==> src/ubg_pkg_unused_guard.sv <==
`timescale 1ns/10ps
`default_nettype none
`default_nettype wire

==> src/ubg_pkg.sv <==
package ubg_pkg;

   // register byte addresses on the APB window
   localparam logic [11:0] ADDR_CONTROL_TWO = 12'h000;
   localparam logic [11:0] ADDR_CONTROL_THREE = 12'h004;
   localparam logic [11:0] ADDR_DIVISOR = 12'h008;
   localparam logic [11:0] ADDR_STATUS = 12'h00c;

   // field positions
   localparam int SPEED_SELECT_POS = 5;
   localparam int SOFT_RESET_POS = 7;
   localparam int STATUS_HOLD_POS = 8;

   // power-on values
   localparam logic SPEED_SELECT_RESET = 1'h0;
   localparam logic SOFT_RESET_RESET = 1'h0;
   localparam logic [7:0] DIVISOR_START = 8'h00;

   // prescaler: 16 clocks per count in high speed, 64 in low speed
   localparam int PRESCALE_HIGH = 16;
   localparam int PRESCALE_LOW = 64;
   localparam logic [5:0] PRESCALE_HIGH_LAST = 6'(PRESCALE_HIGH - 1);
   localparam logic [5:0] PRESCALE_LOW_LAST = 6'(PRESCALE_LOW - 1);

   typedef struct packed {
      logic ctrlReset;
      logic speedSel;
      logic [7:0] divisor;
      logic [31:0] prdata;
      logic pready;
      logic pslverr;
      logic bitTick;
      logic portReset;
   } ubg_top_state_t;

   typedef struct packed {
      logic [5:0] prescale;
      logic [7:0] count;
      logic tick;
   } ubg_timer_state_t;

endpackage

==> src/ubg_timer_if.sv <==
`timescale 1ns/10ps
`default_nettype none

interface ubg_timer_if;
   logic [7:0] divisor;
   logic speedSel;
   logic hold;
   logic tick;
   logic [7:0] count;

   modport ctrl
   (
      output divisor,
      output speedSel,
      output hold,
      input tick,
      input count
   );

   modport timer
   (
      input divisor,
      input speedSel,
      input hold,
      output tick,
      output count
   );
endinterface

`default_nettype wire

==> src/ubg_rate_timer.sv <==
`timescale 1ns/10ps
`default_nettype none

module ubg_rate_timer
(
   input wire logic clk,
   input wire logic srst,
   ubg_timer_if.timer tif
);

   ubg_pkg::ubg_timer_state_t state;
   ubg_pkg::ubg_timer_state_t next_state;
   logic [5:0] prescaleLast;

   always_comb
   begin
      next_state = state;
      next_state.tick = 1'b0;
      prescaleLast = tif.speedSel ? ubg_pkg::PRESCALE_HIGH_LAST
                                  : ubg_pkg::PRESCALE_LOW_LAST; // RULE7 RULE10
      if (tif.hold)
      begin
         // port held in reset: timer parked, loaded with divisor
         next_state.prescale = 6'h00; // RULE2
         next_state.count = tif.divisor;
      end
      else if (state.prescale >= prescaleLast)
      begin
         next_state.prescale = 6'h00;
         if (state.count == 8'h00)
         begin
            // terminal count: reload and issue one bit period
            next_state.count = tif.divisor; // RULE11 RULE8
            next_state.tick = 1'b1; // RULE11
         end
         else
         begin
            next_state.count = state.count - 8'h01; // RULE5 RULE6
         end
      end
      else
      begin
         next_state.prescale = state.prescale + 6'h01; // RULE5
      end
   end

   always_ff @(posedge clk)
   begin
      if (srst)
      begin
         state <= '{prescale: 6'h00, count: 8'h00, tick: 1'b0};
      end
      else
      begin
         state <= next_state;
      end
   end

   assign tif.tick = state.tick;
   assign tif.count = state.count;

endmodule

`default_nettype wire

==> src/ubg_baud_core.sv <==
// Behaviour
// RULE1: soft reset bit clear means the port runs with no reset applied.
// RULE2: soft reset bit set holds transmitter, receiver and timer in reset.
// RULE3: soft reset returns every port register to its power-on value. Code restores only speed select; divisor keeps its value.
// RULE4: soft reset bit sits at bit 7, powers up zero; bits 6..0 read zero.
// RULE5: bit rate comes from a dedicated free-running 8-bit timer.
// RULE6: timer period set jointly by divisor value and speed select.
// RULE7: speed select 0 gives clk/(64*(N+1)); 1 gives clk/(16*(N+1)).
// RULE8: divisor is unsigned 0..255; every value including zero is valid.
// RULE9: divisor fully read/write; not forced at reset. Code ignores divisor writes while the soft reset bit is set.
// RULE10: speed select 1 is high speed, 0 low speed; powers up zero.
// RULE11: timer reloads divisor each terminal count; one tick per N+1 counts.
`timescale 1ns/10ps
`default_nettype none

module ubg_baud_core
(
   input wire logic clk,
   input wire logic srst,
   input wire logic psel,
   input wire logic penable,
   input wire logic pwrite,
   input wire logic [11:0] paddr,
   input wire logic [31:0] pwdata,
   output logic [31:0] prdata,
   output logic pready,
   output logic pslverr,
   output logic bitTick,
   output logic portReset
);

   ubg_pkg::ubg_top_state_t state;
   ubg_pkg::ubg_top_state_t next_state;
   ubg_timer_if tif ();

   logic accessStart;
   logic accessDone;

   function automatic logic regHit
   (
      input logic [11:0] addr,
      input logic [11:0] offset
   );
      regHit = (addr == offset);
   endfunction

   function automatic logic knownAddr
   (
      input logic [11:0] addr
   );
      knownAddr = regHit(addr, ubg_pkg::ADDR_CONTROL_TWO)
               || regHit(addr, ubg_pkg::ADDR_CONTROL_THREE)
               || regHit(addr, ubg_pkg::ADDR_DIVISOR)
               || regHit(addr, ubg_pkg::ADDR_STATUS);
   endfunction

   function automatic logic [31:0] readMux
   (
      input logic [11:0] addr,
      input ubg_pkg::ubg_top_state_t s,
      input logic [7:0] timerCount
   );
      logic [31:0] word;
      word = 32'h0000_0000;
      if (regHit(addr, ubg_pkg::ADDR_CONTROL_TWO))
      begin
         word[ubg_pkg::SPEED_SELECT_POS] = s.speedSel;
      end
      else if (regHit(addr, ubg_pkg::ADDR_CONTROL_THREE))
      begin
         // only the soft reset bit exists; the rest reads zero
         word[ubg_pkg::SOFT_RESET_POS] = s.ctrlReset; // RULE4
      end
      else if (regHit(addr, ubg_pkg::ADDR_DIVISOR))
      begin
         word[7:0] = s.divisor; // RULE9
      end
      else if (regHit(addr, ubg_pkg::ADDR_STATUS))
      begin
         word[7:0] = timerCount;
         word[ubg_pkg::STATUS_HOLD_POS] = s.portReset;
      end
      readMux = word;
   endfunction

   function automatic ubg_pkg::ubg_top_state_t resetState
   (
      input logic [7:0] keepDivisor
   );
      ubg_pkg::ubg_top_state_t s;
      s.ctrlReset = ubg_pkg::SOFT_RESET_RESET;
      s.speedSel = ubg_pkg::SPEED_SELECT_RESET;
      s.divisor = keepDivisor;
      s.prdata = 32'h0000_0000;
      s.pready = 1'b0;
      s.pslverr = 1'b0;
      s.bitTick = 1'b0;
      s.portReset = 1'b0;
      resetState = s;
   endfunction

   // first access cycle takes the request, the next one completes it
   assign accessStart = psel && penable && !state.pready;
   assign accessDone = psel && penable && state.pready;

   always_comb
   begin
      next_state = state;
      next_state.pready = 1'b0;
      next_state.pslverr = 1'b0;

      if (accessStart)
      begin
         next_state.pready = 1'b1;
         next_state.pslverr = !knownAddr(paddr);
         if (!pwrite)
         begin
            next_state.prdata = readMux(paddr, state, tif.count);
         end
         else
         begin
            next_state.prdata = 32'h0000_0000;
         end
      end

      if (accessDone && pwrite)
      begin
         if (regHit(paddr, ubg_pkg::ADDR_CONTROL_THREE))
         begin
            next_state.ctrlReset = pwdata[ubg_pkg::SOFT_RESET_POS]; // RULE4
         end
         // configuration is frozen while the port is held in reset
         if (!state.ctrlReset)
         begin
            if (regHit(paddr, ubg_pkg::ADDR_CONTROL_TWO))
            begin
               next_state.speedSel = pwdata[ubg_pkg::SPEED_SELECT_POS]; // RULE10
            end
            if (regHit(paddr, ubg_pkg::ADDR_DIVISOR))
            begin
               next_state.divisor = pwdata[7:0]; // RULE9 RULE8
            end
         end
      end

      if (state.ctrlReset)
      begin
         // hold speed select at its power-on value; divisor keeps its value
         next_state.speedSel = ubg_pkg::SPEED_SELECT_RESET; // RULE3 RULE2
      end

      next_state.portReset = state.ctrlReset; // RULE1 RULE2
      next_state.bitTick = tif.tick && !state.ctrlReset; // RULE11 RULE1
   end

   always_ff @(posedge clk)
   begin
      if (srst)
      begin
         state <= resetState(state.divisor); // RULE9
      end
      else
      begin
         state <= next_state;
      end
   end

   assign tif.divisor = state.divisor; // RULE6
   assign tif.speedSel = state.speedSel; // RULE6
   assign tif.hold = state.ctrlReset; // RULE2

   ubg_rate_timer timer_i
   (
      .clk(clk),
      .srst(srst),
      .tif(tif)
   );

   assign prdata = state.prdata;
   assign pready = state.pready;
   assign pslverr = state.pslverr;
   assign bitTick = state.bitTick;
   assign portReset = state.portReset;

endmodule

`default_nettype wire

==> config.mk <==
export PLATFORM = sky130hd
export DESIGN_NAME = ubg_baud_core
export DESIGN_NICKNAME = d
export VERILOG_FILES = /design/src/ubg_pkg_unused_guard.sv /design/src/ubg_pkg.sv /design/src/ubg_timer_if.sv /design/src/ubg_rate_timer.sv /design/src/ubg_baud_core.sv
export SDC_FILE = /design/constraint.sdc
export NUM_CORES = 1
export LEC_CHECK = 0
export BUFFER_PORTS_ARGS = -buffer_cell sky130_fd_sc_hd__buf_2
export CORE_UTILIZATION = 40
export DETAILED_ROUTE_END_ITERATION = 8
export PLACE_DENSITY = 0.72
export SLEW_MARGIN = 5
export SYNTH_ARGS = -nofsm -noshare
export SYNTH_HDL_FRONTEND = slang
export SYNTH_SLANG_ARGS = --single-unit
==> constraint.sdc <==
create_clock -name clk -period 2.3 [get_ports clk]
set_input_delay 0.23 -clock clk [delete_from_list [all_inputs] [get_ports clk]]
set_output_delay 0.23 -clock clk [all_outputs]
set_load 0.02 [all_outputs]
==> impl_metrics.csv, run 1 <==
group,metric,value,unit
cells_and_area,final_cells,321,
synthesis,synth_top_family_by_area,"simple AND/OR/NAND/NOR gates",
synthesis,yosysWarnings,0,
floorplanning,die_x,72.8,um
place,placedCellCount,313,
routing,drt_iter0_drc,29,
clocking,cts_buffers,5,
clocking,cts_tree,"yes",
synthesis,seq_area_frac_synth,41.9,%
synthesis,yosysTopAreaCell,"dfxtp_1",
routing,wl_per_cell,12.6,um
timing,tns,0,ns
cells_and_area,area_growth,11.7,%
grt,grt_overflow,0,
setup_path,ff2ff_setup_slack,0.37,ns
floorplanning,coreArea,0.00479,mm^2
timing,slew_violations,0,
worst_hold_path,hp-class,"in2reg",
setup_path,crit_slowest_cell,"or3b_1",
synthesis,synth_compound_area_share,14.3,%
grt,grt_usage,16.1,%
floorplanning,initial_utilization,41.9,%
setup_path,critical_path_class,"reg2reg",
place,dp_hpwl,3000,um
flow_run,max-cap-violations,0,
setup_path,crit_chain,"inv_1 -> ha_1 -> or3b_1 -> or2_4 -> a311o_1 -> a221oi_2",
power_and_ir_drop,p_per_area,544,mW/mm^2
synthesis,synthXorXnorAreaFrac,2.18,%
setup_path,crit_fanout,6,
timing,worstMarginPinSlew,0.543,ns
routing,antenna_left,0,
synthesis,synth_ff_type,"dfxtp_1",
setup_path,cp_slowest_stage_delay,0.38,ns
grt,grt_max_degree,15,
routing,vias,1627,
timing,finalSetupViolCount,0,
power_and_ir_drop,leakage,0.000951,uW
clocking,clock_latency,0.29,ns
clocking,cts_resized,0,
synthesis,async_reset_ff_share,0,%
synthesis,syn_avg_cell_area,9.29,um^2
synthesis,synth_seq_cells,38,
place,io_buffers,37,
routing,drt_wl_total,4060,um
timing,setup_ws,0.365,ns
cells_and_area,layout.nets,307,
floorplanning,row_count,25,
setup_path,worstSetupStartpointType,"flip-flop",
floorplanning,die_area,0.00530,mm^2
clocking,cts_sinks,38,
synthesis,synth_area_leaders,"dfxtp_1, edfxtp_1, buf_4",
synthesis,synth_common_cells,"dfxtp_1, buf_4, nand2_1",
synthesis,synth_mux_area_share,6.80,%
floorplanning,die_y,72.8,um
routing,viasPerCell,5.07,
clocking,path_clk_slew,0.07,ns
timing,period_share,84.1,%
setup_path,arrival,2.14,ns
grt,grt_pass1_wl,6600,um
synthesis,synth.cell_area,0.00201,mm^2
synthesis,synth_fa_ha_area_share,3.12,%
clocking,post_cts_buffers,0,
clocking,root_buffer,"clkbuf_8",
synthesis,synth_edf_count,8,
floorplanning,ios,85,
setup_path,worst_path_dominant_cell_family,"simple AND/OR/NAND/NOR gates",
synthesis,yosysMostFrequentCell,"dfxtp_1",
setup_path,setup.worst_path.end_class,"flip-flop",
synthesis,synth_top_area_share,29.9,%
place,place_area,0.00216,mm^2
timing,hold_violations,0,
routing,drcViolationCount,0,
timing,layout_min_cycle_time,1.93,ns
place,place_congestion,0.866,
grt,antenna_found_initial,0,
timing,fmax,517,MHz
setup_path,required,2.50,ns
clocking,cts_hold_buf,0,
timing,rsz0062_at_grt,"false",
cells_and_area,layout-drive-gt1-share,21.7,%
synthesis,syn_inst,216,
routing,firstDrtPassIters,4,
clocking,clk_path_buf_depth,2,
place,place_ws,0.375,ns
synthesis,synth-simple-area-share,19.1,%
cells_and_area,diodes,0,
synthesis,ys_types,55,
outcome,status,"completed",
power_and_ir_drop,peakVddDrop,0.000347,V
timing,clock-skew-final,0.00990,ns
clocking,cts_max_level,2,
grt,grt_pass1_vias,1427,
timing,slew_headroom,63.6,%
setup_path,worstPathBufferInverterCount,1,
cells_and_area,final_cell_area,0.00224,mm^2
[area by class of cell]
type,instances,area [um^2]
Clock buffer,6,72.6
Clock inverter,2,8.76
Multi-Input combinational cell,159,998
Inverter,10,37.5
Sequential cell,38,841
Fill cell,479,2540
Tap cell,67,83.8
Timing Repair Buffer,39,200
[per-stage QoR]
step / power [uW] / hold WS [ns] / utilization [%]
after floorplan: 796 / 0.317 / -
after global placement: 799 / 0.406 / 45.2
after detailed placement: 800 / 0.408 / 45.2
after CTS: 1230 / 0.107 / 46.8
after global routing: 1270 / 0.102 / 46.8
final: 1220 / 0.117 / 46.8
[where the power goes]
part / switching, uW / leakage [uW] / internal, uW
sequential: 3.40 / 0.000314 / 685
clock: 226 / 0.0000426 / 208
combinational: 67.4 / 0.000594 / 29.3
[routing by layer]
| layer | vias to the layer above | GRT usage [%] | share of wire, % | wire length (um) |
|---|---|---|---|---|
| met4 | 0 | 5.23 | 1.4 | 57 |
| li1 | 806 | - | - | - |
| met2 | 49 | 25.5 | 47 | 1920 |
| met5 | - | 0 | 0 | 0 |
| met3 | 6 | 4.28 | 4.7 | 192 |
| met1 | 766 | 21.3 | 47 | 1890 |
[layout by cell type (no fill, tap or decap), types with 2 or more instances in the layout]
master | synthesis | final
mux2i_1 | 8 | 8
nor4_1 | 3 | 3
o31ai_1 | 4 | 4
mux2_2 | 5 | 5
buf_4 | 23 | 2
clkbuf_8 | 0 | 5
or3_1 | 3 | 3
or4_1 | 3 | 3
nor2_1 | 13 | 13
o41ai_1 | 2 | 2
and3_1 | 3 | 3
nand2b_1 | 2 | 2
buf_2 | 2 | 37
o21ai_0 | 11 | 11
and2_1 | 2 | 2
xnor2_1 | 3 | 3
nor3_1 | 4 | 4
a221oi_1 | 2 | 2
inv_1 | 10 | 10
xor2_1 | 2 | 2
o211ai_1 | 2 | 2
a31oi_1 | 3 | 3
ha_1 | 5 | 5
nand2_1 | 19 | 19
conb_1 | 1 | 23
nand3_1 | 5 | 5
dfxtp_1 | 30 | 30
nand3b_1 | 2 | 2
nor2b_1 | 2 | 2
a21oi_1 | 6 | 6
edfxtp_1 | 8 | 8
[path summary, 6_finish.rpt]
kind,depth (start not counted),endpoint,from
setup / recovery,6,timer_i.tif.count[3],timer_i.tif.count[0]
hold / removal,1,tif.divisor[6],pwdata[6]
setup reg to reg,6,timer_i.tif.count[3],timer_i.tif.count[0]
hold reg to reg,1,bitTick,timer_i.tif.tick
[state kept, by name, indices dropped and copies added, names as in the netlist]
| register | flops |
|---|---|
| bitTick | 1 |
| portReset | 1 |
| prdata | 9 |
| pready | 1 |
| pslverr | 1 |
| tif.divisor | 8 |
| tif.hold | 1 |
| tif.speedSel | 1 |
| timer_i.state | 6 |
| timer_i.tif.count | 8 |
| timer_i.tif.tick | 1 |
[cell families after synthesis]
group                      after synthesis
adders and majority gates                5
and+or+nand+nor                         71
buffers and inverters                   41
muxes                                   13
other                                    1
DFF                                     38
xor gates and xnor gates                 5
AOI/OAI and AO/OA                       42
Note: power is estimated with default switching activity, not from simulation.
==> run 2, diff against run 1 <==
==> constraint.sdc (replaced) <==
create_clock -name clk -period 1.9 [get_ports clk]
set_input_delay 0.19 -clock clk [delete_from_list [all_inputs] [get_ports clk]]
set_output_delay 0.19 -clock clk [all_outputs]
set_load 0.02 [all_outputs]
==> impl_metrics.csv, run 2 (synthesis results as in run 1) <==
group,metric,value,unit
cells_and_area,largest_reg_flops,9,
clocking,post_cts_buffers,0,
timing,setup_ws,0.0796,ns
routing,drcViolationCount,0,
floorplanning,die_x,72.8,um
setup_path,crit_fanout,5,
clocking,clk_path_buf_depth,2,
timing,holdWs,0.0748,ns
cells_and_area,fillers,464,
routing,viasPerCell,4.94,
place,dp_hpwl,3080,um
outcome,status,"completed",
place,io_buffers,37,
timing,layout_min_cycle_time,1.82,ns
cells_and_area,diodes,0,
cells_and_area,area_growth,17.3,%
grt,grt_max_degree,15,
setup_path,setup.worst_path.end_class,"flip-flop",
timing,tns,0,ns
clocking,clock_latency,0.29,ns
cells_and_area,layout_common_cells,"buf_2, dfxtp_1, conb_1",
setup_path,required,2.10,ns
routing,drt_iter0_drc,56,
cells_and_area,layout_commonest_cell,"buf_2",
clocking,cts_tree,"yes",
power_and_ir_drop,p_per_area,626,mW/mm^2
floorplanning,ios,85,
clocking,cts_sinks,38,
cells_and_area,utilization,49.2,%
clocking,cts_max_level,2,
floorplanning,row_count,25,
setup_path,critical_path_class,"reg2reg",
timing,worstMarginPinSlew,0.506,ns
timing,fmax,549,MHz
grt,antenna_found_initial,0,
clocking,path_clk_slew,0.07,ns
routing,wl_per_cell,12.7,um
grt,grt_usage,17.2,%
timing,finalSetupViolCount,0,
cells_and_area,layout.nets,316,
timing,rsz0062_at_grt,"false",
floorplanning,die_area,0.00530,mm^2
timing,period_share,95.8,%
worst_hold_path,hp-class,"in2reg",
place,place_congestion,0.893,
place,place_ws,-0.0309,ns
setup_path,worstSetupStartpointType,"flip-flop",
clocking,cts_buffers,5,
timing,slew_headroom,66.1,%
setup_path,arrival,2.02,ns
cells_and_area,layout-drive-gt1-share,26.6,%
grt,grt_overflow,0,
timing,slew_violations,0,
power_and_ir_drop,leakage,0.00101,uW
routing,antenna_left,0,
routing,vias,1629,
routing,drt_wl_total,4190,um
grt,grt_pass1_wl,6780,um
timing,hold_violations,0,
floorplanning,coreArea,0.00479,mm^2
timing,clock-skew-final,0.00344,ns
floorplanning,die_y,72.8,um
floorplanning,initial_utilization,41.9,%
clocking,root_buffer,"clkbuf_8",
grt,grt_pass1_vias,1433,
power_and_ir_drop,peakVddDrop,0.000344,V
clocking,cts_hold_buf,0,
routing,firstDrtPassIters,4,
flow_run,max-cap-violations,0,
## run 2: routing by layer
metal / global-route usage [%] / share of wire (%)
met1: 22.2 / 48
met2: 26.6 / 46
met3: 3.73 / 4.0
met4: 10.0 / 2.2
met5: 0 / 0
## run 2: repair_timing
action	CTS	global route
setup endpoints to repair	1	3
hold endpoints to repair	0	0
gates resized for setup	3	6
## run 2: worst paths after layout
check | cells after the start | endpoint | start | slack (ns)
max | 6 | timer_i.tif.count[3] | timer_i.tif.count[0] | 0.08
min | 1 | tif.divisor[4] | pwdata[4] | 0.07
max reg2reg | 6 | timer_i.tif.count[3] | timer_i.tif.count[0] | 0.08
min reg2reg | 1 | bitTick | timer_i.tif.tick | 0.43
## run 2: report_power, final
| group | total, uW | switching [uW] | internal, uW |
|---|---|---|---|
| combinational | 116 | 80.9 | 35.4 |
| clock | 523 | 271 | 252 |
| sequential | 833 | 4.00 | 829 |
| total | 1470 | 356 | 1120 |
## run 2: cell type report
type,instances,area (um^2),share of cell area [%]
inverter,10,37.5,1.59
clock inverter,2,8.76,0.372
multi-input combinational,159,1030,43.6
timing repair buffer,48,280,11.9
sequential,38,843,35.8
clock buffer,6,72.6,3.08
tap,67,83.8,3.56
## run 2: per-stage QoR
step	std cells	power, uW	instance area (um^2)
3_5_place_dp	322	968	2240
2_1_floorplan	238	964	2090
5_1_grt	330	1540	2350
3_3_place_gp	322	967	2240
4_1_cts	330	1490	2330
6_report	330	1470	2350
## run 2: worst max-delay path, cell delays in order, from the launching register on
cell	delay (ns)
dfxtp_2	0.34
inv_1	0.11
ha_4	0.16
or3b_1	0.36
or2_4	0.28
a311o_1	0.28
a221oi_2	0.20
